==> src/hw/usart_core_defines.svh <==
// usart_core_defines.svh: register offsets, field positions and reset values
// assumes: included by the transceiver core, 32-bit ahb-lite word map
`ifndef USART_CORE_DEFINES_SVH
`define USART_CORE_DEFINES_SVH

// ****************************************
// register byte offsets
// ****************************************
`define OFF_DATA        8'h00
`define OFF_CSA         8'h04
`define OFF_CSB         8'h08
`define OFF_CSC         8'h0C
`define OFF_BAUD_LOW    8'h10
`define OFF_BAUD_HIGH   8'h14
`define OFF_POWER       8'h18

// ****************************************
// ctrl_status_a fields
// ****************************************
`define CSA_RX_COMPLETE 7
`define CSA_TX_COMPLETE 6
`define CSA_TX_EMPTY    5
`define CSA_FRAME_ERR   4
`define CSA_OVERRUN     3
`define CSA_PARITY_ERR  2
`define CSA_DOUBLE      1

// ****************************************
// ctrl_status_b fields
// ****************************************
`define CSB_RX_IE       7
`define CSB_TXC_IE      6
`define CSB_TXE_IE      5
`define CSB_RX_EN       4
`define CSB_TX_EN       3
`define CSB_SIZE_MSB    2
`define CSB_RX_NINTH    1
`define CSB_TX_NINTH    0

// ****************************************
// ctrl_status_c fields
// ****************************************
`define CSC_CLK_DIR     7
`define CSC_SYNC        6
`define CSC_PAR_HI      5
`define CSC_PAR_LO      4
`define CSC_STOP2       3
`define CSC_SIZE_HI     2
`define CSC_SIZE_LO     1
`define CSC_POLARITY    0

// ****************************************
// reset values
// ****************************************
`define RST_CSC         8'h06
`define RST_POWER       1'b1
`define RST_DIVISOR     12'h000

`endif

==> src/hw/usart_core_pkg.sv <==
// usart_core_pkg.sv: state types of the transceiver core
// assumes: nothing beyond a systemverilog compiler
package usart_core_pkg;

  typedef enum logic [2:0]
  {
    TX_IDLE  = 3'b000,
    TX_START = 3'b001,
    TX_DATA  = 3'b011,
    TX_PAR   = 3'b010,
    TX_STOP1 = 3'b110,
    TX_STOP2 = 3'b111
  } tx_state_t;

  typedef enum logic [2:0]
  {
    RX_IDLE  = 3'b000,
    RX_START = 3'b001,
    RX_DATA  = 3'b011,
    RX_PAR   = 3'b010,
    RX_STOP  = 3'b110
  } rx_state_t;

endpackage

==> src/hw/usart_core.sv <==
// usart_core.sv: usart clock generation, transmitter and buffered receiver
// assumes: ahb-lite single slave on hclk; rxd and transfer clock pin are asynchronous
//
// Decided for this implementation: the register addresses and the AHB-Lite interface to the registers.
`include "usart_core_defines.svh"
`timescale 1ns/1ps
`default_nettype none

// Function
// - baud counter runs on hclk, reloads at zero and on low-byte write.
// - one baud tick each time counter reaches zero, except when power reduced, in sync slave mode or on a low-byte write.
// - transmitter divides tick by 16, 8 or 2 per mode.
// - receiver recovery uses raw tick with 16 or 8 state counter; sync mode samples on the clock edge.
// - divisor is 12 bits from high and low parts, 0 to 4095.
// - sync_select picks async or sync; pin direction picks master or slave.
// - transfer clock pin used only in synchronous mode.
// - double speed receiver counts 8 ticks per bit, sampling once at mid bit.
// - external clock is synchronised then edge detected before use.
// - receive sampled on edge opposite to transmit change edge.
// - polarity clear: change on rise, sample on fall; set swaps.
// - receive buffer is two-entry fifo popped by each data read.
// - error flags and ninth bit stored with each fifo entry.
// - full fifo keeps finished character in a holding register until a read frees a slot or next start.
// - one transmit buffer so queued character follows without gap.
// - three interrupt conditions: tx complete, tx empty, rx complete.
// - receiver flags frame, overrun, parity errors; transmitter makes parity.
// - 5 to 9 data bits and 1 or 2 stop bits.
// - frame is low start, data lsb first, parity, stops; idle high.
// - parity is xor of data bits, inverted for odd.
// - only first stop bit checked for frame error.
module usart_core
  import usart_core_pkg::*;
(
  input  wire logic        hclk,
  input  wire logic        hresetn,
  input  wire logic        hsel,
  input  wire logic [31:0] haddr,
  input  wire logic [1:0]  htrans,
  input  wire logic        hwrite,
  input  wire logic [2:0]  hsize,
  input  wire logic [31:0] hwdata,
  input  wire logic        hready,
  output logic             hreadyout,
  output logic [31:0]      hrdata,
  output logic             hresp,
  input  wire logic        rxd,
  output logic             txd,
  input  wire logic        xfer_clk_pin_i,
  output logic             xfer_clk_pin_o,
  output logic             xfer_clk_pin_oe_n,
  output logic             irq_rx_complete,
  output logic             irq_tx_complete,
  output logic             irq_tx_empty
);

  // ****************************************
  // register bus
  // ****************************************
  logic        acc_ok;
  logic        wr_pend_q;
  logic [7:0]  wr_addr_q;
  logic        wr_data;
  logic        wr_csa;
  logic        wr_csb;
  logic        wr_csc;
  logic        wr_low;
  logic        wr_high;
  logic        wr_power;
  logic        rd_data;
  logic [31:0] hrdata_q;
  logic [7:0]  rd_val;

  logic        double_speed_q;
  logic [7:0]  csb_q;
  logic [7:0]  csc_q;
  logic [3:0]  baud_divisor_high_q;
  logic [11:0] baud_divisor_q;
  logic        power_reduce_bit_q;

  assign acc_ok    = hsel & htrans[1] & hready;
  assign wr_data   = wr_pend_q & (wr_addr_q == `OFF_DATA);
  assign wr_csa    = wr_pend_q & (wr_addr_q == `OFF_CSA);
  assign wr_csb    = wr_pend_q & (wr_addr_q == `OFF_CSB);
  assign wr_csc    = wr_pend_q & (wr_addr_q == `OFF_CSC);
  assign wr_low    = wr_pend_q & (wr_addr_q == `OFF_BAUD_LOW);
  assign wr_high   = wr_pend_q & (wr_addr_q == `OFF_BAUD_HIGH);
  assign wr_power  = wr_pend_q & (wr_addr_q == `OFF_POWER);
  assign rd_data   = acc_ok & ~hwrite & (haddr[7:0] == `OFF_DATA) & (haddr[31:8] == 24'h000000);
  assign hreadyout = 1'b1;
  assign hresp     = 1'b0;
  assign hrdata    = hrdata_q;

  always_ff @(posedge hclk or negedge hresetn)
  begin
    if (!hresetn)
    begin
      wr_pend_q <= 1'b0;
      wr_addr_q <= 8'h00;
    end
    else
    begin
      wr_pend_q <= acc_ok & hwrite & (haddr[31:8] == 24'h000000);
      wr_addr_q <= haddr[7:0];
    end
  end

  always_ff @(posedge hclk or negedge hresetn)
  begin
    if (!hresetn)
    begin
      double_speed_q      <= 1'b0;
      csb_q               <= 8'h00;
      csc_q               <= `RST_CSC;
      baud_divisor_high_q <= 4'h0;
      baud_divisor_q      <= `RST_DIVISOR;
      power_reduce_bit_q  <= `RST_POWER;
    end
    else
    begin
      if (wr_csa)
        double_speed_q <= hwdata[`CSA_DOUBLE];
      if (wr_csb)
        csb_q <= hwdata[7:0];
      if (wr_csc)
        csc_q <= hwdata[7:0];
      if (wr_high)
        baud_divisor_high_q <= hwdata[3:0];
      if (wr_low)
        baud_divisor_q <= {baud_divisor_high_q, hwdata[7:0]};
      if (wr_power)
        power_reduce_bit_q <= hwdata[0];
    end
  end

  // ****************************************
  // mode decode
  // ****************************************
  logic       en;
  logic       sync_mode;
  logic       master;
  logic       slave;
  logic       pol;
  logic [3:0] os_last;
  logic [3:0] os_mid;
  logic [2:0] char_size;
  logic [3:0] nbits;
  logic       par_en;
  logic       par_odd;
  logic       tx_en;
  logic       rx_en;

  assign en        = ~power_reduce_bit_q;
  assign sync_mode = csc_q[`CSC_SYNC];
  assign master    = sync_mode & csc_q[`CSC_CLK_DIR];
  assign slave     = sync_mode & ~csc_q[`CSC_CLK_DIR];
  assign pol       = csc_q[`CSC_POLARITY];
  assign os_last   = double_speed_q ? 4'h7 : 4'hF;
  assign os_mid    = double_speed_q ? 4'h3 : 4'h7;
  assign char_size = {csb_q[`CSB_SIZE_MSB], csc_q[`CSC_SIZE_HI], csc_q[`CSC_SIZE_LO]};
  assign nbits     = (char_size == 3'h7) ? 4'h9 : (char_size[2] ? 4'h8 : {2'b01, char_size[1:0]} + 4'h1);
  assign par_en    = csc_q[`CSC_PAR_HI];
  assign par_odd   = csc_q[`CSC_PAR_LO];
  assign tx_en     = en & csb_q[`CSB_TX_EN];
  assign rx_en     = en & csb_q[`CSB_RX_EN];

  // ****************************************
  // baud generator
  // ****************************************
  logic [11:0] baud_cnt_q;
  logic        baud_tick;

  assign baud_tick = en & ~slave & ~wr_low & (baud_cnt_q == 12'h000);

  always_ff @(posedge hclk or negedge hresetn)
  begin
    if (!hresetn)
      baud_cnt_q <= `RST_DIVISOR;
    else if (wr_low)
      baud_cnt_q <= {baud_divisor_high_q, hwdata[7:0]};
    else if (baud_cnt_q == 12'h000)
      baud_cnt_q <= baud_divisor_q;
    else
      baud_cnt_q <= baud_cnt_q - 12'h001;
  end

  // ****************************************
  // transfer clock and rxd synchronisers
  // ****************************************
  logic xck_s1_q;
  logic xck_s2_q;
  logic xck_s3_q;
  logic rxd_s1_q;
  logic rxd_s2_q;
  logic xck_out_q;
  logic xck_rise;
  logic xck_fall;
  logic chg_edge;
  logic smp_edge;

  always_ff @(posedge hclk or negedge hresetn)
  begin
    if (!hresetn)
    begin
      xck_s1_q <= 1'b0;
      xck_s2_q <= 1'b0;
      xck_s3_q <= 1'b0;
      rxd_s1_q <= 1'b1;
      rxd_s2_q <= 1'b1;
    end
    else
    begin
      xck_s1_q <= xfer_clk_pin_i;
      xck_s2_q <= xck_s1_q;
      xck_s3_q <= xck_s2_q;
      rxd_s1_q <= rxd;
      rxd_s2_q <= rxd_s1_q;
    end
  end

  // master clock toggles per tick: a full period is two ticks
  always_ff @(posedge hclk or negedge hresetn)
  begin
    if (!hresetn)
      xck_out_q <= 1'b0;
    else if (!master)
      xck_out_q <= pol;
    else if (baud_tick)
      xck_out_q <= ~xck_out_q;
  end

  assign xck_rise = master ? (baud_tick & ~xck_out_q) : (slave & en & xck_s2_q & ~xck_s3_q);
  assign xck_fall = master ? (baud_tick & xck_out_q) : (slave & en & ~xck_s2_q & xck_s3_q);
  assign chg_edge = pol ? xck_fall : xck_rise;
  assign smp_edge = pol ? xck_rise : xck_fall;

  assign xfer_clk_pin_o    = xck_out_q;
  assign xfer_clk_pin_oe_n = ~(master & en);

  // ****************************************
  // transmitter
  // ****************************************
  tx_state_t   tx_state_q;
  logic [3:0]  tx_os_q;
  logic        tx_step;
  logic        tx_buf_full_q;
  logic [8:0]  tx_buf_q;
  logic [8:0]  tx_sh_q;
  logic [3:0]  tx_cnt_q;
  logic        tx_par_q;
  logic        txd_q;
  logic        tx_complete_q;
  logic        tx_end;
  logic        tx_done_ev;
  logic [8:0]  size_mask;

  assign size_mask = 9'h1FF >> (4'h9 - nbits);

  always_ff @(posedge hclk or negedge hresetn)
  begin
    if (!hresetn)
      tx_os_q <= 4'h0;
    else if (!baud_tick || sync_mode)
      tx_os_q <= tx_os_q;
    else if (tx_os_q >= os_last)
      tx_os_q <= 4'h0;
    else
      tx_os_q <= tx_os_q + 4'h1;
  end

  assign tx_step = sync_mode ? chg_edge : (baud_tick & (tx_os_q >= os_last));
  assign tx_end  = (tx_state_q == TX_STOP2) || ((tx_state_q == TX_STOP1) && !csc_q[`CSC_STOP2]);
  assign tx_done_ev = tx_en & tx_step & tx_end & ~tx_buf_full_q;

  always_ff @(posedge hclk or negedge hresetn)
  begin
    if (!hresetn)
    begin
      tx_state_q <= TX_IDLE;
      tx_sh_q    <= 9'h000;
      tx_cnt_q   <= 4'h0;
      tx_par_q   <= 1'b0;
      txd_q      <= 1'b1;
    end
    else if (!tx_en)
    begin
      tx_state_q <= TX_IDLE;
      txd_q      <= 1'b1;
    end
    else if (tx_step)
    begin
      case (tx_state_q)
        TX_IDLE, TX_STOP1, TX_STOP2:
        begin
          if (tx_state_q == TX_STOP1 && csc_q[`CSC_STOP2])
          begin
            txd_q      <= 1'b1;
            tx_state_q <= TX_STOP2;
          end
          else if (tx_buf_full_q)
          begin
            txd_q      <= 1'b0;
            tx_sh_q    <= tx_buf_q & size_mask;
            tx_par_q   <= (^(tx_buf_q & size_mask)) ^ par_odd;
            tx_cnt_q   <= 4'h0;
            tx_state_q <= TX_START;
          end
          else
          begin
            txd_q      <= 1'b1;
            tx_state_q <= TX_IDLE;
          end
        end
        TX_START, TX_DATA:
        begin
          if (tx_cnt_q == nbits)
          begin
            txd_q      <= par_en ? tx_par_q : 1'b1;
            tx_state_q <= par_en ? TX_PAR : TX_STOP1;
          end
          else
          begin
            txd_q      <= tx_sh_q[0];
            tx_sh_q    <= tx_sh_q >> 1;
            tx_cnt_q   <= tx_cnt_q + 4'h1;
            tx_state_q <= TX_DATA;
          end
        end
        TX_PAR:
        begin
          txd_q      <= 1'b1;
          tx_state_q <= TX_STOP1;
        end
        default:
        begin
          txd_q      <= 1'b1;
          tx_state_q <= TX_IDLE;
        end
      endcase
    end
  end

  always_ff @(posedge hclk or negedge hresetn)
  begin
    if (!hresetn)
    begin
      tx_buf_full_q <= 1'b0;
      tx_buf_q      <= 9'h000;
    end
    else if (wr_data && !tx_buf_full_q)
    begin
      tx_buf_full_q <= 1'b1;
      tx_buf_q      <= {csb_q[`CSB_TX_NINTH], hwdata[7:0]};
    end
    else if (tx_en && tx_step && (tx_state_q == TX_IDLE || tx_end))
      tx_buf_full_q <= 1'b0;
  end

  // set wins over the write-one clear
  always_ff @(posedge hclk or negedge hresetn)
  begin
    if (!hresetn)
      tx_complete_q <= 1'b0;
    else if (tx_done_ev)
      tx_complete_q <= 1'b1;
    else if (wr_csa && hwdata[`CSA_TX_COMPLETE])
      tx_complete_q <= 1'b0;
  end

  assign txd = txd_q;

  // ****************************************
  // receiver
  // ****************************************
  rx_state_t   rx_state_q;
  logic [3:0]  rx_os_q;
  logic        rx_smp;
  logic        rx_begin;
  logic [8:0]  rx_sh_q;
  logic [3:0]  rx_cnt_q;
  logic        rx_perr_q;
  logic        rx_held_q;
  logic [11:0] rx_held_ent_q;
  logic        rx_ovr_q;
  logic        rx_done;
  logic [11:0] rx_ent;
  logic [11:0] fifo_q [2];
  logic        fifo_wp_q;
  logic        fifo_rp_q;
  logic [1:0]  fifo_cnt_q;
  logic        push;
  logic        pop;
  logic [11:0] push_ent;
  logic [11:0] head;

  // async: counter of 16 or 8 ticks, sample at mid bit; sync: sample edge
  assign rx_smp   = sync_mode ? smp_edge : (baud_tick & (rx_os_q == os_mid));
  assign rx_begin = rx_en & (rx_state_q == RX_IDLE) & ~rxd_s2_q & (sync_mode ? smp_edge : baud_tick);
  assign rx_done  = rx_en & rx_smp & (rx_state_q == RX_STOP);
  assign rx_ent   = {par_en & rx_perr_q, rx_ovr_q, ~rxd_s2_q, rx_sh_q};

  always_ff @(posedge hclk or negedge hresetn)
  begin
    if (!hresetn)
      rx_os_q <= 4'h0;
    else if (rx_begin)
      rx_os_q <= 4'h0;
    else if (baud_tick)
      rx_os_q <= (rx_os_q >= os_last) ? 4'h0 : rx_os_q + 4'h1;
  end

  always_ff @(posedge hclk or negedge hresetn)
  begin
    if (!hresetn)
    begin
      rx_state_q <= RX_IDLE;
      rx_sh_q    <= 9'h000;
      rx_cnt_q   <= 4'h0;
      rx_perr_q  <= 1'b0;
    end
    else if (!rx_en)
      rx_state_q <= RX_IDLE;
    else if (rx_begin)
    begin
      rx_sh_q    <= 9'h000;
      rx_cnt_q   <= 4'h0;
      rx_perr_q  <= par_odd;
      rx_state_q <= sync_mode ? RX_DATA : RX_START;
    end
    else if (rx_smp)
    begin
      case (rx_state_q)
        RX_START:
          rx_state_q <= rxd_s2_q ? RX_IDLE : RX_DATA;               // false start rejected
        RX_DATA:
        begin
          rx_sh_q[rx_cnt_q] <= rxd_s2_q;
          rx_perr_q         <= rx_perr_q ^ rxd_s2_q;
          rx_cnt_q          <= rx_cnt_q + 4'h1;
          if (rx_cnt_q + 4'h1 == nbits)
            rx_state_q <= par_en ? RX_PAR : RX_STOP;
        end
        RX_PAR:
        begin
          rx_perr_q  <= rx_perr_q ^ rxd_s2_q;
          rx_state_q <= RX_STOP;
        end
        RX_STOP:
          rx_state_q <= RX_IDLE;
        default:
          rx_state_q <= RX_IDLE;
      endcase
    end
  end

  // parity error term: accumulated xor of par_odd, data and parity is nonzero
  assign push     = (rx_done && !rx_held_q && (fifo_cnt_q != 2'd2 || pop)) || (rx_held_q && fifo_cnt_q != 2'd2);
  assign push_ent = rx_held_q ? rx_held_ent_q : rx_ent;
  assign pop      = rd_data & (fifo_cnt_q != 2'd0);
  assign head     = fifo_q[fifo_rp_q];

  always_ff @(posedge hclk or negedge hresetn)
  begin
    if (!hresetn)
    begin
      rx_held_q     <= 1'b0;
      rx_held_ent_q <= 12'h000;
      rx_ovr_q      <= 1'b0;
    end
    else
    begin
      if (rx_held_q && fifo_cnt_q != 2'd2)
        rx_held_q <= 1'b0;
      else if (rx_held_q && rx_begin)
      begin
        rx_held_q <= 1'b0;
        rx_ovr_q  <= 1'b1;
      end
      if (rx_done && !push)
      begin
        rx_held_q     <= 1'b1;
        rx_held_ent_q <= rx_ent;
      end
      if (push && !rx_held_q)
        rx_ovr_q <= 1'b0;
    end
  end

  always_ff @(posedge hclk)
  begin
    if (push)
      fifo_q[fifo_wp_q] <= push_ent;
  end

  always_ff @(posedge hclk or negedge hresetn)
  begin
    if (!hresetn)
    begin
      fifo_wp_q  <= 1'b0;
      fifo_rp_q  <= 1'b0;
      fifo_cnt_q <= 2'd0;
    end
    else
    begin
      if (push)
        fifo_wp_q <= ~fifo_wp_q;
      if (pop)
        fifo_rp_q <= ~fifo_rp_q;
      fifo_cnt_q <= fifo_cnt_q + {1'b0, push} - {1'b0, pop};
    end
  end

  // ****************************************
  // read mux and interrupt conditions
  // ****************************************
  always_comb
  begin
    rd_val = 8'h00;
    case (haddr[7:0])
      `OFF_DATA:
        rd_val = (fifo_cnt_q != 2'd0) ? head[7:0] : 8'h00;
      `OFF_CSA:
        rd_val = {fifo_cnt_q != 2'd0, tx_complete_q, ~tx_buf_full_q,
                  head[9] & (fifo_cnt_q != 2'd0), head[10] & (fifo_cnt_q != 2'd0),
                  head[11] & (fifo_cnt_q != 2'd0), double_speed_q, 1'b0};
      `OFF_CSB:
        rd_val = {csb_q[7:2], head[8] & (fifo_cnt_q != 2'd0), csb_q[0]};
      `OFF_CSC:
        rd_val = csc_q;
      `OFF_BAUD_LOW:
        rd_val = baud_divisor_q[7:0];
      `OFF_BAUD_HIGH:
        rd_val = {4'h0, baud_divisor_high_q};
      `OFF_POWER:
        rd_val = {7'h00, power_reduce_bit_q};
      default:
        rd_val = 8'h00;
    endcase
  end

  always_ff @(posedge hclk or negedge hresetn)
  begin
    if (!hresetn)
      hrdata_q <= 32'h00000000;
    else if (acc_ok && !hwrite)
      hrdata_q <= (haddr[31:8] == 24'h000000) ? {24'h000000, rd_val} : 32'h00000000;
  end

  assign irq_rx_complete = csb_q[`CSB_RX_IE] & (fifo_cnt_q != 2'd0);
  assign irq_tx_complete = csb_q[`CSB_TXC_IE] & tx_complete_q;
  assign irq_tx_empty    = csb_q[`CSB_TXE_IE] & ~tx_buf_full_q;

endmodule // usart_core

`default_nettype wire

==> config.mk <==
export PLATFORM = sky130hd
export DESIGN_NAME = usart_core
export DESIGN_NICKNAME = d
export VERILOG_FILES = /design/src/hw/usart_core_pkg.sv /design/src/hw/usart_core.sv
export VERILOG_INCLUDE_DIRS = /design/src /design/src/hw
export SDC_FILE = /design/constraint.sdc
export NUM_CORES = 1
export LEC_CHECK = 0
export BUFFER_PORTS_ARGS = -buffer_cell sky130_fd_sc_hd__buf_4
export CAP_MARGIN = 20
export CORE_UTILIZATION = 50
export CTS_CLUSTER_SIZE = 24
export DETAILED_ROUTE_END_ITERATION = 8
export MAX_ROUTING_LAYER = met4
export PLACE_DENSITY = 0.77
export SLEW_MARGIN = 10
export SYNTH_ARGS = -nofsm -noshare
export SYNTH_HDL_FRONTEND = slang
export SYNTH_SLANG_ARGS = --single-unit
export TNS_END_PERCENT = 1
==> constraint.sdc <==
create_clock -name hclk -period 2.9 [get_ports hclk]
set_input_delay 0.29 -clock hclk [delete_from_list [all_inputs] [get_ports hclk]]
set_output_delay 0.29 -clock hclk [all_outputs]
set_load 0.03 [all_outputs]
## After elaboration in Yosys (flattened, before gate mapping)

Memories as Yosys holds them, arrays and structs flattened.
Cells that the tools add are included.

| operators by class | value |
|---|---|
| $add $sub $neg | 9 |
| magnitude comparators | 4 |
| equality and inequality tests | 34 |
| shift operators | 1 |
| muxes and demuxes | 76 |
| bitwise gates (word level) | 65 |
| reduce and logical (&&, ||, !) cells | 51 |

Operators with widths:

| cell | number |
|---|---|
| 8-bit one-hot mux with 7 select lines | 1 |
| 9-bit two-way mux | 6 |
| 4-bit two-way mux | 13 |
| 1-bit bitwise AND | 48 |
| 8-bit by 5-bit == test with 1-bit output, second input constant | 6 |
| 12-bit two-way mux | 3 |
| 8-bit by 4-bit == test with 1-bit output, second input constant | 4 |
| 1-bit two-way mux | 32 |
| 3-bit two-way mux | 10 |
| 24-bit logical NOT | 1 |
| 3-bit one-hot mux with 3 select lines | 2 |
| 9-bit one-hot mux with 2 select lines | 1 |
| 2-bit nonzero test | 9 |
| 4-bit by 1-bit adder with 4-bit output, second input constant | 4 |
| 8-bit by 3-bit == test with 1-bit output, second input constant | 2 |
| 8-bit logical NOT | 2 |
| 8-bit two-way mux | 2 |
| 1-bit logical AND | 14 |
| 1-bit NOT | 14 |
| 3-bit by 2-bit == test with 1-bit output, second input constant | 4 |
| 3-bit == test, second input constant | 4 |
| 12-bit logical NOT | 1 |
| 12-bit by 1-bit subtractor with 12-bit output, second input constant | 1 |
| 9-bit bitwise AND | 1 |
| other kinds (32) | 55 |

| storage, ports and cells | value |
|---|---|
| register bits | 165 |
| RAM bits | 24 |
| word-level logic and storage cells | 277 |
| memories kept | 1 |

Memories:

| name | depth | bits a word | rd ports | clocked after Yosys merged registers in | wr ports | line | source |
|---|---|---|---|---|---|---|---|
| fifo_q | 2 | 12 | 1 | 0 | 1 | usart_core.sv:386 | `logic [11:0] fifo_q [2];` |

## Depth between registers and ports, before layout

Gate-level depths: netlist of run 1.

| depth | value |
|---|---|
| depth after elaboration | 18 |
| mapped depth | 12 |

## Least setup slack after synthesis of run 1

OpenSTA, ideal clock, no wires.

| timing | value |
|---|---|
| kind | register to register |
| start point | register csc_q[1] |
| end point | register tx_par_q |
| library setup time | 0.125 ns |
| arrival time | 2.587 ns |
| required time | 2.775 ns |
| path slack | 0.189 ns |
| cell stages (with the launch flop) | 11 |
| path buffers | 0 |
| period minus slack after synthesis | 2.711 ns |
| path through | dfstp_2 -> ha_1 -> nor2_1 -> inv_1 -> ha_1 -> ha_1 -> a311oi_1 -> xnor2_1 -> xnor3_1 -> xor2_1 -> mux2_2 |

| between the ends | value |
|---|---|
| word-level cells in the longest chain between the ends | 8 |
| elaborated cells on any way between the ends | 9 |

Ends and longest elaborated chain:

| element | line | source |
|---|---|---|
| start, declared | usart_core.sv:75 | `logic [7:0] csc_q;` |
| start signal, assigned | usart_core.sv:113 | `` csc_q <= `RST_CSC; `` |
| start signal, assigned | usart_core.sv:125 | `csc_q <= hwdata[7:0];` |
| 3-bit by 1-bit adder with 4-bit output | usart_core.sv:160 | `assign nbits = (char_size == 3'h7) ? 4'h9 : (char_size[2] ? 4'h8 : {2'b01, char_size[1:0]} + 4'h1);` |
| 4-bit two-way mux | usart_core.sv:160 |  |
| 4-bit two-way mux (*) | usart_core.sv:160 |  |
| 4-bit subtractor (*) | usart_core.sv:256 | `assign size_mask = 9'h1FF >> (4'h9 - nbits);` |
| 9-bit by 4-bit right shift with 9-bit output (*) | usart_core.sv:256 |  |
| 9-bit bitwise AND (*) | usart_core.sv:303 | `tx_par_q <= (^(tx_buf_q & size_mask)) ^ par_odd;` |
| 9-bit XOR reduction (*) | usart_core.sv:303 |  |
| 1-bit XOR (*) | usart_core.sv:303 |  |
| end signal, assigned | usart_core.sv:303 |  |
| end, declared | usart_core.sv:249 | `logic tx_par_q;` |

Every way passes the cells marked *; elsewhere a longest branch is shown, timed or not.
A chain may end at the register's enable or synchronous reset.

## Worst setup path in the final report of run 1

| timing | value |
|---|---|
| start point | input haddr[5] |
| end point | register fifo_cnt_q[1] |

| between the ends | value |
|---|---|
| word-level cells in the longest chain between the ends | 9 |

Ends and longest elaborated chain:

| element | line | source |
|---|---|---|
| start, declared | usart_core.sv:37 | `input wire logic [31:0] haddr,` |
| 8-bit logical NOT (*) | - |  |
| 1-bit bitwise AND (*) (2 in series) | usart_core.sv:88 | `` assign rd_data = acc_ok & ~hwrite & (haddr[7:0] == `OFF_DATA) & (haddr[31:8] == 24'h000000); `` |
| 1-bit bitwise AND (*) | usart_core.sv:458 | `assign pop = rd_data & (fifo_cnt_q != 2'd0);` |
| 1-bit logical OR | usart_core.sv:456 | `assign push = (rx_done && !rx_held_q && (fifo_cnt_q != 2'd2 \|\| pop)) \|\| (rx_held_q && fifo_cnt_q != 2'd2);` |
| 1-bit logical AND | usart_core.sv:456 |  |
| 1-bit logical OR | usart_core.sv:456 |  |
| 2-bit by 1-bit adder with 2-bit output | usart_core.sv:508 | `fifo_cnt_q <= fifo_cnt_q + {1'b0, push} - {1'b0, pop};` |
| 2-bit by 1-bit subtractor with 2-bit output (*) | usart_core.sv:508 |  |
| end signal, assigned | usart_core.sv:508 |  |
| end, declared | usart_core.sv:389 | `logic [1:0] fifo_cnt_q;` |

Marks and branches as above.

==> flow_metrics.py, run 1 <==
metrics = {
    "worst_setup_path": {
        "timing.critical_path.from_type": "primary input",
        "cp-startpoint": "haddr[5]",
        "critical_path.endpoint_type": "register",
        "timing.critical_path.slowest_stage_cell": "sky130_fd_sc_hd__dlygate4sd3_1",
        "cp.arrival_ns": 3.14,
        "worst-setup-path-type": "in2reg",
        "critPathMaxStageDelay_ns": 0.54,
        "path_cells": "dlygate4sd3_1 > buf_4 > or4_4 > or4_4 > o31ai_4 > o21ai_1 > ha_1 > inv_1 > ha_1 > xnor2_2 > xnor2_1",
        "cp_data_required_time_ns": 3.21,
        "path_max_fanout": 4,
        "regToRegStartpoint": "baud_cnt_q[0]",
    },
    "power_and_ir_drop": {
        "design_power_total_mw": 4.795,
        "p_leak_nw": 4.417,
        "power_density_mw_per_mm2": 475.6,
        "irDropWorstVdd_mv": 0.4373,
    },
    "global_route": {
        "pin_count_of_the_biggest_net_entering_global_routing": 76,
        "overflow": 0,
        "busiest_layer": "met2",
        "wire_length_of_the_first_global_routing_pass_mm": 33.69,
        "number_of_antenna_violations_at_the_first_check_in_global_routing": 0,
        "global_route.usage.met1_pct": 32.58,
        "groute.usage.overall_pct": 25.17,
        "grt_util_met2_pct": 39.15,
        "global_route.usage.met3_pct": 5.365,
        "first_global_vias": 6511,
    },
    "clock_network": {
        "tritoncts": "yes",
        "clock_path_buffers": 2,
        "cts-htree-levels": 4,
        "clk_pin_slew_worst_paths_ns": 0.07,
        "cts_setup_buffers": 0,
        "worst_skew_pair.late_latency_ns": 0.43,
        "number_of_buffers_created_by_cts": 17,
        "numClockSinks": 164,
        "root_buffer": "sky130_fd_sc_hd__clkbuf_16",
    },
    "synth": {
        "synth_xor_area_share_pct": 2.599,
        "post_synth_mux_area_share_pct": 9.483,
        "postSynthAreaPerCell_sq_um": 10.36,
        "syn-instance-count": 832,
        "yosys_warnings": 0,
        "syn-cell-area_sq_mm": 0.008616,
        "synth_compound_area_share_pct": 14.00,
        "netlist.top_cell.by_area": "sky130_fd_sc_hd__dfrtp_1",
        "synth-adder-area-share_pct": 2.469,
        "synthTopCellsByArea": "sky130_fd_sc_hd__dfrtp_1 39%, sky130_fd_sc_hd__edfxtp_1 8.4%, sky130_fd_sc_hd__mux2_2 5.5%, sky130_fd_sc_hd__nand2_1 5.0%, sky130_fd_sc_hd__o21ai_0 3.1%",
        "post_synth_and_or_nand_nor_area_fraction_pct": 16.90,
        "ys_types": 82,
        "netlist.area_leader.share_pct": 38.92,
        "postSynthRegisterBits": 164,
        "asyncSetResetFlopFracSynth_pct": 85.37,
        "synth_top_flop_cell": "sky130_fd_sc_hd__dfrtp_1",
        "seq_area_frac_synth_pct": 49.11,
        "synth_edf_count": 24,
        "largest_family_of_logic_cells_by_synthesized_area": "simple AND/OR/NAND/NOR gates",
    },
    "drt": {
        "detail_route.first_pass.iterations": 5,
        "via_count": 6620,
        "wl_per_cell_um": 17.73,
        "route.antenna.remaining_nets": 0,
        "first_iter_violations": 594,
        "avgViaCountPerCell": 5.752,
        "drc": 0,
        "detail_route.wirelength_mm": 20.41,
    },
    "floorplanning": {
        "start_util_pct": 51.59,
        "core_area_sq_mm": 0.01670,
        "core.rowCount": 47,
        "die_height_um": 133.3,
        "die_area_sq_mm": 0.01776,
        "die_w_um": 133.3,
        "num_io_pins": 116,
    },
    "timing": {
        "grt_setup_unrepaired": "yes",
        "fin_skew_ns": 0.006903,
        "timing.slew.headroom_pct": 51.93,
        "highest_attainable_clock_frequency_mhz": 353.7,
        "final.min_clock_period_ns": 2.827,
        "setup_viol_count_final": 0,
        "report.final.slew_viol_count": 0,
        "tightest_pin_transition_ns": 0.7195,
        "final_critical_path_share_of_the_clock_period_pct": 97.50,
        "final-hold-violation-count": 0,
    },
    "final_layout": {
        "drive_above_1_share_pct": 22.34,
        "multi_input_comb_area_sq_mm": 0.004046,
        "n_fill_cell": 1374,
        "syn_to_final_growth_pct": 17.03,
        "fin_util_pct": 60.38,
        "number_of_antenna_cells_inserted": 0,
        "area.sequential_sq_mm": 0.004232,
        "nets": 1011,
    },
    "place": {
        "dpl.hpwl_mm": 14.66,
        "port_buffers": 61,
        "place_congestion": 0.9854,
    },
    "worst_hold_path": {
        "worstHoldStart": "haddr[2]",
        "path_class_of_the_lowest_slack_min_delay_path": "in2reg",
    },
    "flow_run": {
        "max_cap_violations": 0,
    },
    "run_status": {
        "status": "finished clean",
    },
}
critical path: cells and delay by family:
kind | cells | cell delay, ns
xor+xnor | 2 | 0.26
compound gates | 2 | 0.38
buf+inv | 3 | 0.73
simple gates | 2 | 0.99
fa+ha+maj | 2 | 0.50
routing by layer:
| metal | wire, um | vias to the layer above |
|---|---|---|
| met5 | 0 | - |
| met4 | 491 | 0 |
| met3 | 1181 | 40 |
| met2 | 9739 | 203 |
| met1 | 8993 | 3260 |
| li1 | - | 3117 |
metrics by stage:
stage          hold slack (ns)  worst slack (ns)  area, sq um  setup TNS (ns)  std cells
2_1_floorplan        -0.005591            0.1886         8706               0        856
3_5_place_dp            0.2107            0.1555         9397               0       1111
6_report               0.04839           0.07254        10080               0       1151
3_3_place_gp            0.2157            0.1688         9397               0       1111
5_1_grt                0.03634          -0.05546        10080        -0.05546       1151
4_1_cts                0.02981           0.06021        10060               0       1151
power breakdown:
part	switching, mW	internal (mW)
clock network	0.963	1.28
registers	0.00974	2.34
logic	0.129	0.0691
total	1.10	3.69
cells in the mapped netlist, types with 8 or more instances:
cell type / instances
sky130_fd_sc_hd__o21ai_1: 9
sky130_fd_sc_hd__o21ai_0: 54
sky130_fd_sc_hd__nand2b_1: 11
sky130_fd_sc_hd__nor4_1: 10
sky130_fd_sc_hd__nand3_1: 24
sky130_fd_sc_hd__buf_4: 26
sky130_fd_sc_hd__o22ai_1: 12
sky130_fd_sc_hd__xnor2_1: 12
sky130_fd_sc_hd__nor2_1: 34
sky130_fd_sc_hd__edfxtp_1: 24
sky130_fd_sc_hd__nor3_1: 15
sky130_fd_sc_hd__a32o_1: 11
sky130_fd_sc_hd__clkbuf_1: 28
sky130_fd_sc_hd__mux2i_1: 19
sky130_fd_sc_hd__ha_1: 17
sky130_fd_sc_hd__nor2b_1: 15
sky130_fd_sc_hd__nand2_1: 115
sky130_fd_sc_hd__xor2_1: 11
sky130_fd_sc_hd__a31oi_1: 8
sky130_fd_sc_hd__dfrtp_1: 134
sky130_fd_sc_hd__mux2_2: 42
sky130_fd_sc_hd__mux2_4: 8
sky130_fd_sc_hd__a21oi_1: 23
sky130_fd_sc_hd__nand4_1: 8
sky130_fd_sc_hd__inv_1: 31
logic make-up (layout without fill, tap and decap cells):
group | count (synthesis) | after routing
DFF | 164 | 164
adders and majority gates | 17 | 17
xor gates and xnor gates | 24 | 24
AOI/OAI and AO/OA | 177 | 177
other | 2 | 26
buffers and inverters | 93 | 168
and+or+nand+nor | 283 | 283
muxes | 72 | 72
what timing repair did:
item / in CTS / in global routing
endpoints found under the hold margin: 40 / 0
resized for setup: 0 / 5
hold buffers: 8 / 0
setup endpoints to repair: 0 / 13
layout make-up:
cell class / instances / area share, %
Clock buffer: 18 / 4.256
Clock inverter: 14 / 1.501
Inverter: 32 / 1.191
Multi-Input combinational cell: 599 / 40.13
Sequential cell: 164 / 41.97
Tap cell: 220 / 2.730
Timing Repair Buffer: 104 / 8.227
layout by cell type, fill, tap and decap left out, types with 17 or more instances in the layout:
cell	count
sky130_fd_sc_hd__dfrtp_1	134
sky130_fd_sc_hd__nand2_1	115
sky130_fd_sc_hd__buf_4	93
sky130_fd_sc_hd__o21ai_0	54
sky130_fd_sc_hd__mux2_2	42
sky130_fd_sc_hd__nor2_1	34
sky130_fd_sc_hd__inv_1	31
sky130_fd_sc_hd__conb_1	26
sky130_fd_sc_hd__nand3_1	24
sky130_fd_sc_hd__edfxtp_1	24
sky130_fd_sc_hd__a21oi_1	23
sky130_fd_sc_hd__mux2i_1	19
sky130_fd_sc_hd__ha_1	17
sky130_fd_sc_hd__clkbuf_16	17
final timing paths:
kind,endpoint,slack (ns),depth (start not counted)
setup reg to reg,fifo_cnt_q[1],0.10,12
hold reg to reg,xck_s2_q,0.36,0
setup / recovery,fifo_cnt_q[1],0.07,11
min in group asynchronous,tx_state_q[1],0.33,2
max in group asynchronous,rxd_s1_q,1.80,3
hold / removal,wr_addr_q[2],0.05,1
registers in the layout, indices dropped and copies added, names as in the netlist, 2 cells and up:
name / flops
fifo_cnt_q: 2
rx_state_q: 3
wr_addr_q: 8
rx_os_q: 4
tx_os_q: 4
rx_held_ent_q: 12
csb_q: 7
fifo_q: 24
baud_divisor_high_q: 4
baud_divisor_q: 12
rx_sh_q: 9
hrdata: 8
tx_cnt_q: 4
tx_state_q: 3
csc_q: 8
tx_sh_q: 9
tx_buf_q: 9
baud_cnt_q: 12
rx_cnt_q: 4
Power figures use the tool's default switching activity.
==> inputs of run 2 (changes only) <==
--- a/config.mk
+++ b/config.mk
@@ -8,11 +8,13 @@
 export LEC_CHECK = 0
 export BUFFER_PORTS_ARGS = -buffer_cell sky130_fd_sc_hd__buf_4
 export CAP_MARGIN = 20
-export CORE_UTILIZATION = 50
+export CELL_PAD_IN_SITES_DETAIL_PLACEMENT = 1
+export CELL_PAD_IN_SITES_GLOBAL_PLACEMENT = 1
+export CORE_UTILIZATION = 46
 export CTS_CLUSTER_SIZE = 24
 export DETAILED_ROUTE_END_ITERATION = 8
 export MAX_ROUTING_LAYER = met4
-export PLACE_DENSITY = 0.77
+export PLACE_DENSITY = 0.87
 export SLEW_MARGIN = 10
 export SYNTH_ARGS = -nofsm -noshare
 export SYNTH_HDL_FRONTEND = slang
==> constraint.sdc (replaced) <==
create_clock -name hclk -period 2.9 [get_ports hclk]
set_input_delay 0.29 -clock hclk [delete_from_list [all_inputs] [get_ports hclk]]
set_output_delay 0.29 -clock hclk [all_outputs]
set_load 0.05 [all_outputs]
==> flow_metrics.py, run 2 (synthesis results as in run 1) <==
metrics = {
    "worst_setup_path": {
        "regToRegStartpoint": "baud_cnt_q[0]",
        "critical_path_depth": 9,
        "worst_r2r_path_depth": 9,
        "slack_of_the_worst_reg_to_reg_path_ns": 0.08,
        "timing.critical_path.to": "tx_par_q",
        "cp.arrival_ns": 3.14,
        "timing.critical_path.slowest_stage_cell": "sky130_fd_sc_hd__or4b_4",
        "worstReg2RegEnd": "tx_par_q",
        "path_max_fanout": 6,
        "worstPathBufferInverterCount": 2,
        "worst-setup-path-type": "reg2reg",
        "critical_path.endpoint_type": "register",
        "cp-startpoint": "baud_cnt_q[0]",
        "critPathMaxStageDelay_ns": 0.51,
        "path_cells": "inv_2 > ha_1 > or4b_4 > nor2_4 > nand4_1 > o22ai_1 > buf_4 > nand2_1 > mux2_2",
        "timing.critical_path.from_type": "register",
        "cp_data_required_time_ns": 3.22,
        "cpLargestDelayFamily": "simple AND/OR/NAND/NOR gates",
    },
    "global_route": {
        "wire_length_of_the_first_global_routing_pass_mm": 41.52,
        "first_global_vias": 7409,
        "number_of_antenna_violations_at_the_first_check_in_global_routing": 0,
        "pin_count_of_the_biggest_net_entering_global_routing": 73,
        "overflow": 0,
        "groute.usage.overall_pct": 29.14,
    },
    "power_and_ir_drop": {
        "power_frac_comb_pct": 4.9,
        "total_switching_power_mw": 1.288,
        "switching_share_pct": 26.53,
        "power_frac_seq_pct": 48.5,
        "p_leak_nw": 4.456,
        "clock_power_share_pct": 46.7,
        "internal-power_mw": 3.565,
        "power_density_mw_per_mm2": 478.0,
        "irDropWorstVdd_mv": 0.4066,
    },
    "place": {
        "dpl.hpwl_mm": 18.38,
        "total_placed_instance_area_sq_mm": 0.009430,
        "place_congestion": 0.8681,
        "port_buffers": 61,
    },
    "drt": {
        "drc": 8,
        "detail_route.wirelength_mm": 25.91,
        "via_count": 6877,
        "first_iter_violations": 386,
        "avgViaCountPerCell": 5.898,
        "detail_route.first_pass.iterations": 7,
        "route.antenna.remaining_nets": 0,
        "wl_per_cell_um": 22.22,
    },
    "floorplanning": {
        "num_io_pins": 116,
        "core_area_sq_mm": 0.01815,
        "core.rowCount": 49,
        "die_area_sq_mm": 0.01928,
        "start_util_pct": 47.48,
        "die_w_um": 138.9,
        "die_height_um": 138.9,
    },
    "timing": {
        "final-hold-violation-count": 0,
        "final.min_clock_period_ns": 2.822,
        "report.final.slew_viol_count": 0,
        "timing.slew.headroom_pct": 49.16,
        "final_critical_path_share_of_the_clock_period_pct": 97.32,
        "grt_setup_unrepaired": "yes",
        "fin_skew_ns": 0.01593,
        "final.setup.tns_ns": 0,
        "setup_viol_count_final": 0,
        "tightest_pin_transition_ns": 0.7626,
        "highest_attainable_clock_frequency_mhz": 354.3,
        "whs_ns": 0.03064,
    },
    "final_layout": {
        "syn_to_final_growth_pct": 17.83,
        "number_of_antenna_cells_inserted": 0,
        "postLayoutCellArea_sq_mm": 0.01015,
        "nets": 1017,
        "number_of_flip_flops_in_the_largest_register": 24,
        "drive_above_1_share_pct": 23.48,
        "layout_commonest_cell": "sky130_fd_sc_hd__dfrtp_1",
        "regMostFlops": "fifo_q",
        "most-common-layout-cells": "134 x sky130_fd_sc_hd__dfrtp_1, 115 x sky130_fd_sc_hd__nand2_1, 99 x sky130_fd_sc_hd__buf_4",
    },
    "clock_network": {
        "clock_path_buffers": 2,
        "numClockSinks": 164,
        "number_of_buffers_created_by_cts": 17,
        "cts-htree-levels": 4,
        "tritoncts": "yes",
        "worst_skew_pair.late_latency_ns": 0.45,
        "clk_pin_slew_worst_paths_ns": 0.07,
        "root_buffer": "sky130_fd_sc_hd__clkbuf_16",
    },
    "worst_hold_path": {
        "min_delay_path_depth": 1,
        "path_class_of_the_lowest_slack_min_delay_path": "in2reg",
    },
    "run_status": {
        "failed_checks": "design-rule violations",
        "status": "finished with violations",
    },
    "flow_run": {
        "max_cap_violations": 0,
    },
}
## run 2: power groups by stage
stage	clock network, mW	logic, mW	registers (mW)
final	2.26	0.236	2.35
after CTS	2.28	0.233	2.35
after global placement	0	0.218	2.40
after floorplan	0	0.129	2.39
after global routing	2.38	0.251	2.35
after detailed placement	0	0.223	2.40
## run 2: what timing repair did
| item | CTS | global route |
|---|---|---|
| resized for setup | 1 | 8 |
| endpoints found under the setup margin | 1 | 5 |
| hold buffers | 8 | 0 |
| endpoints found under the hold margin | 71 | 0 |
| cloned | 0 | 0 |
| buffers inserted | 0 | 3 |
| pin swaps | 0 | 5 |
## run 2: area by class of cell
class | count | area [sq um]
clock inverters | 15 | 156.4
flip-flops and latches | 164 | 4232
clock buffers | 17 | 425.4
fillers | 2001 | 7995
multi-input cells | 599 | 4058
well taps | 229 | 286.5
repair buffers | 110 | 874.6
inverters | 32 | 120.1
## run 2: worst register-to-register path, stage by stage, from the launching register on
cell	delay [ns]
sky130_fd_sc_hd__dfrtp_1	0.42
sky130_fd_sc_hd__inv_2	0.08
sky130_fd_sc_hd__ha_1	0.15
sky130_fd_sc_hd__or4b_4	0.51
sky130_fd_sc_hd__nor2_4	0.21
sky130_fd_sc_hd__nand4_1	0.32
sky130_fd_sc_hd__o22ai_1	0.44
sky130_fd_sc_hd__buf_4	0.22
sky130_fd_sc_hd__nand2_1	0.08
sky130_fd_sc_hd__mux2_2	0.28
## run 2: stage by stage
| step | instances | worst slack [ns] | power (mW) | util (%) |
|---|---|---|---|---|
| 2_1_floorplan | 856 | 0.1886 | 2.521 | - |
| 3_3_place_gp | 1123 | 0.1466 | 2.613 | 51.96 |
| 3_5_place_dp | 1123 | 0.05020 | 2.620 | 51.96 |
| 4_1_cts | 1163 | 0.001237 | 4.867 | 55.65 |
| 5_1_grt | 1166 | -0.01740 | 4.981 | 55.94 |
| 6_report | 1166 | 0.07760 | 4.853 | 55.94 |
## run 2: worst min-delay path by stage
stage / slack [ns] / startpoint / to
6_report: 0.03 / haddr[2] / wr_addr_q[2]
5_1_grt: 0.03 / haddr[2] / wr_addr_q[2]
4_1_cts: 0.02 / haddr[2] / wr_addr_q[2]
3_5_place_dp: 0.35 / rxd_s1_q / rxd_s2_q
3_3_place_gp: 0.33 / xck_s1_q / xck_s2_q
2_1_floorplan: -0.006 / hresetn / baud_cnt_q[0]
## run 2: layer usage
metal / global-route usage [%] / share of wire [%] / vias to the layer above
met5: - / 0 / -
li1: - / - / 3127
met3: 4.938 / 4.1 / 51
met4: 12.34 / 2.8 / 0
met2: 48.14 / 51 / 168
met1: 35.33 / 42 / 3531
==> inputs of run 3 (changes only) <==
--- a/config.mk
+++ b/config.mk
@@ -13,6 +13,7 @@
 export CORE_UTILIZATION = 46
 export CTS_CLUSTER_SIZE = 24
 export DETAILED_ROUTE_END_ITERATION = 8
+export HOLD_SLACK_MARGIN = 0.15
 export MAX_ROUTING_LAYER = met4
 export PLACE_DENSITY = 0.87
 export SLEW_MARGIN = 10
==> flow_metrics.py, run 3 (synthesis results as in run 1) <==
metrics = {
    "run_status": {
        "status": "finished with violations",
        "failed_checks": "design-rule violations",
    },
    "timing": {
        "final.min_clock_period_ns": 2.857,
        "final_critical_path_share_of_the_clock_period_pct": 98.53,
        "report.final.slew_viol_count": 0,
        "whs_ns": 0.1607,
        "grt_setup_unrepaired": "yes",
        "fin_skew_ns": 0.01721,
        "timing.slew.headroom_pct": 49.24,
        "tightest_pin_transition_ns": 0.7614,
        "highest_attainable_clock_frequency_mhz": 350.0,
        "final-hold-violation-count": 0,
        "setup_viol_count_final": 0,
    },
    "flow_run": {
        "max_cap_violations": 0,
    },
    "global_route": {
        "wire_length_of_the_first_global_routing_pass_mm": 42.97,
        "groute.usage.overall_pct": 30.30,
        "number_of_antenna_violations_at_the_first_check_in_global_routing": 0,
        "first_global_vias": 7560,
        "pin_count_of_the_biggest_net_entering_global_routing": 73,
        "overflow": 0,
    },
    "clock_network": {
        "clk_pin_slew_worst_paths_ns": 0.07,
        "worst_skew_pair.late_latency_ns": 0.45,
        "clock_path_buffers": 2,
        "number_of_buffers_created_by_cts": 17,
        "root_buffer": "sky130_fd_sc_hd__clkbuf_16",
        "numClockSinks": 164,
        "tritoncts": "yes",
        "cts-htree-levels": 4,
    },
    "power_and_ir_drop": {
        "p_leak_nw": 4.507,
        "power_density_mw_per_mm2": 475.4,
        "irDropWorstVdd_mv": 0.4258,
        "design_power_total_mw": 4.879,
    },
    "worst_hold_path": {
        "path_class_of_the_lowest_slack_min_delay_path": "in2reg",
    },
    "worst_setup_path": {
        "cp.arrival_ns": 3.18,
        "timing.critical_path.from_type": "register",
        "worst-setup-path-type": "reg2reg",
        "cp_data_required_time_ns": 3.23,
        "path_max_fanout": 5,
        "critical_path.endpoint_type": "register",
    },
    "drt": {
        "detail_route.first_pass.iterations": 7,
        "route.antenna.remaining_nets": 0,
        "wl_per_cell_um": 22.90,
        "via_count": 7041,
        "first_iter_violations": 516,
        "drc": 8,
        "avgViaCountPerCell": 5.982,
        "detail_route.wirelength_mm": 26.96,
    },
    "final_layout": {
        "multi_input_comb_area_sq_mm": 0.004056,
        "regMostFlops": "fifo_q",
        "fin_util_pct": 56.56,
        "most-common-layout-cells": "134 x sky130_fd_sc_hd__dfrtp_1, 115 x sky130_fd_sc_hd__nand2_1, 98 x sky130_fd_sc_hd__buf_4",
        "number_of_antenna_cells_inserted": 0,
        "drive_above_1_share_pct": 23.00,
        "syn_to_final_growth_pct": 19.13,
        "n_fill_cell": 1992,
        "area.sequential_sq_mm": 0.004232,
        "number_of_flip_flops_in_the_largest_register": 24,
        "layoutNonFillerInstCount": 1177,
        "nets": 1028,
        "layout_commonest_cell": "sky130_fd_sc_hd__dfrtp_1",
    },
    "floorplanning": {
        "die_height_um": 138.9,
        "num_io_pins": 116,
        "core.rowCount": 49,
        "core_area_sq_mm": 0.01815,
        "die_area_sq_mm": 0.01928,
        "die_w_um": 138.9,
        "start_util_pct": 47.48,
    },
    "place": {
        "placedCellCount": 1123,
        "port_buffers": 61,
        "dpl.hpwl_mm": 18.38,
        "place_congestion": 0.8681,
    },
}
-- run 3: final cells by class --
cell class                 count  area share (%)
inverter                      32           1.170
clock inverter                15           1.524
sequential                   164           41.23
multi-input combinational    599           39.52
timing repair buffer         121           9.618
tap                          229           2.792
clock buffer                  17           4.145
-- run 3: worst paths after layout --
| path | from | to | slack [ns] | cells past startpoint |
|---|---|---|---|---|
| max reg2reg | baud_cnt_q[1] | fifo_cnt_q[1] | 0.04 | 12 |
| min reg2reg | rxd_s1_q | rxd_s2_q | 0.36 | 0 |
| min in group asynchronous | hresetn | wr_pend_q | 0.42 | 2 |
| max | baud_cnt_q[1] | fifo_cnt_q[1] | 0.04 | 12 |
| min | hwdata[5] | csc_q[5] | 0.16 | 2 |
| max in group asynchronous | hresetn | rx_sh_q[7] | 1.68 | 3 |
-- run 3: critical path, stage by stage, from the launching register on --
cell                        delay, ns
sky130_fd_sc_hd__dfrtp_1         0.40
sky130_fd_sc_hd__inv_1           0.11
sky130_fd_sc_hd__ha_1            0.16
sky130_fd_sc_hd__or4b_4          0.51
sky130_fd_sc_hd__nor2_4          0.18
sky130_fd_sc_hd__o2111ai_4       0.17
sky130_fd_sc_hd__a21oi_4         0.22
sky130_fd_sc_hd__o21ai_1         0.12
sky130_fd_sc_hd__ha_1            0.33
sky130_fd_sc_hd__inv_1           0.05
sky130_fd_sc_hd__ha_1            0.21
sky130_fd_sc_hd__xnor2_2         0.15
sky130_fd_sc_hd__xnor2_1         0.12
-- run 3: repair_timing --
action / CTS / global route
pin swaps: 0 / 4
resized for setup: 1 / 7
setup buffers: 0 / 2
endpoints found under the hold margin: 86 / 1
gates cloned: 0 / 0
hold buffers: 19 / 1
setup endpoints to repair: 1 / 20
-- run 3: routing by layer --
metal | vias up | share of wire, % | track usage, %
li1 | 3153 | - | -
met1 | 3569 | 40 | 35.73
met2 | 240 | 51 | 50.03
met3 | 79 | 5.3 | 4.834
met4 | 0 | 4.0 | 16.02
met5 | - | 0 | -
-- run 3: power by group --
part / switching (mW) / total, mW / internal [mW]
registers: 0.0127 / 2.35 / 2.34
logic: 0.168 / 0.246 / 0.0782
clock network: 1.12 / 2.28 / 1.16
total: 1.31 / 4.88 / 3.57
-- run 3: through the flow --
step | TNS (ns) | area, sq um | worst slack (ns)
after floorplan | 0 | 8706 | 0.1886
after global placement | 0 | 9430 | 0.1466
after detailed placement | 0 | 9430 | 0.05020
after CTS | 0 | 10210 | 0.001237
after global routing | -0.06398 | 10260 | -0.06398
final | 0 | 10260 | 0.04262
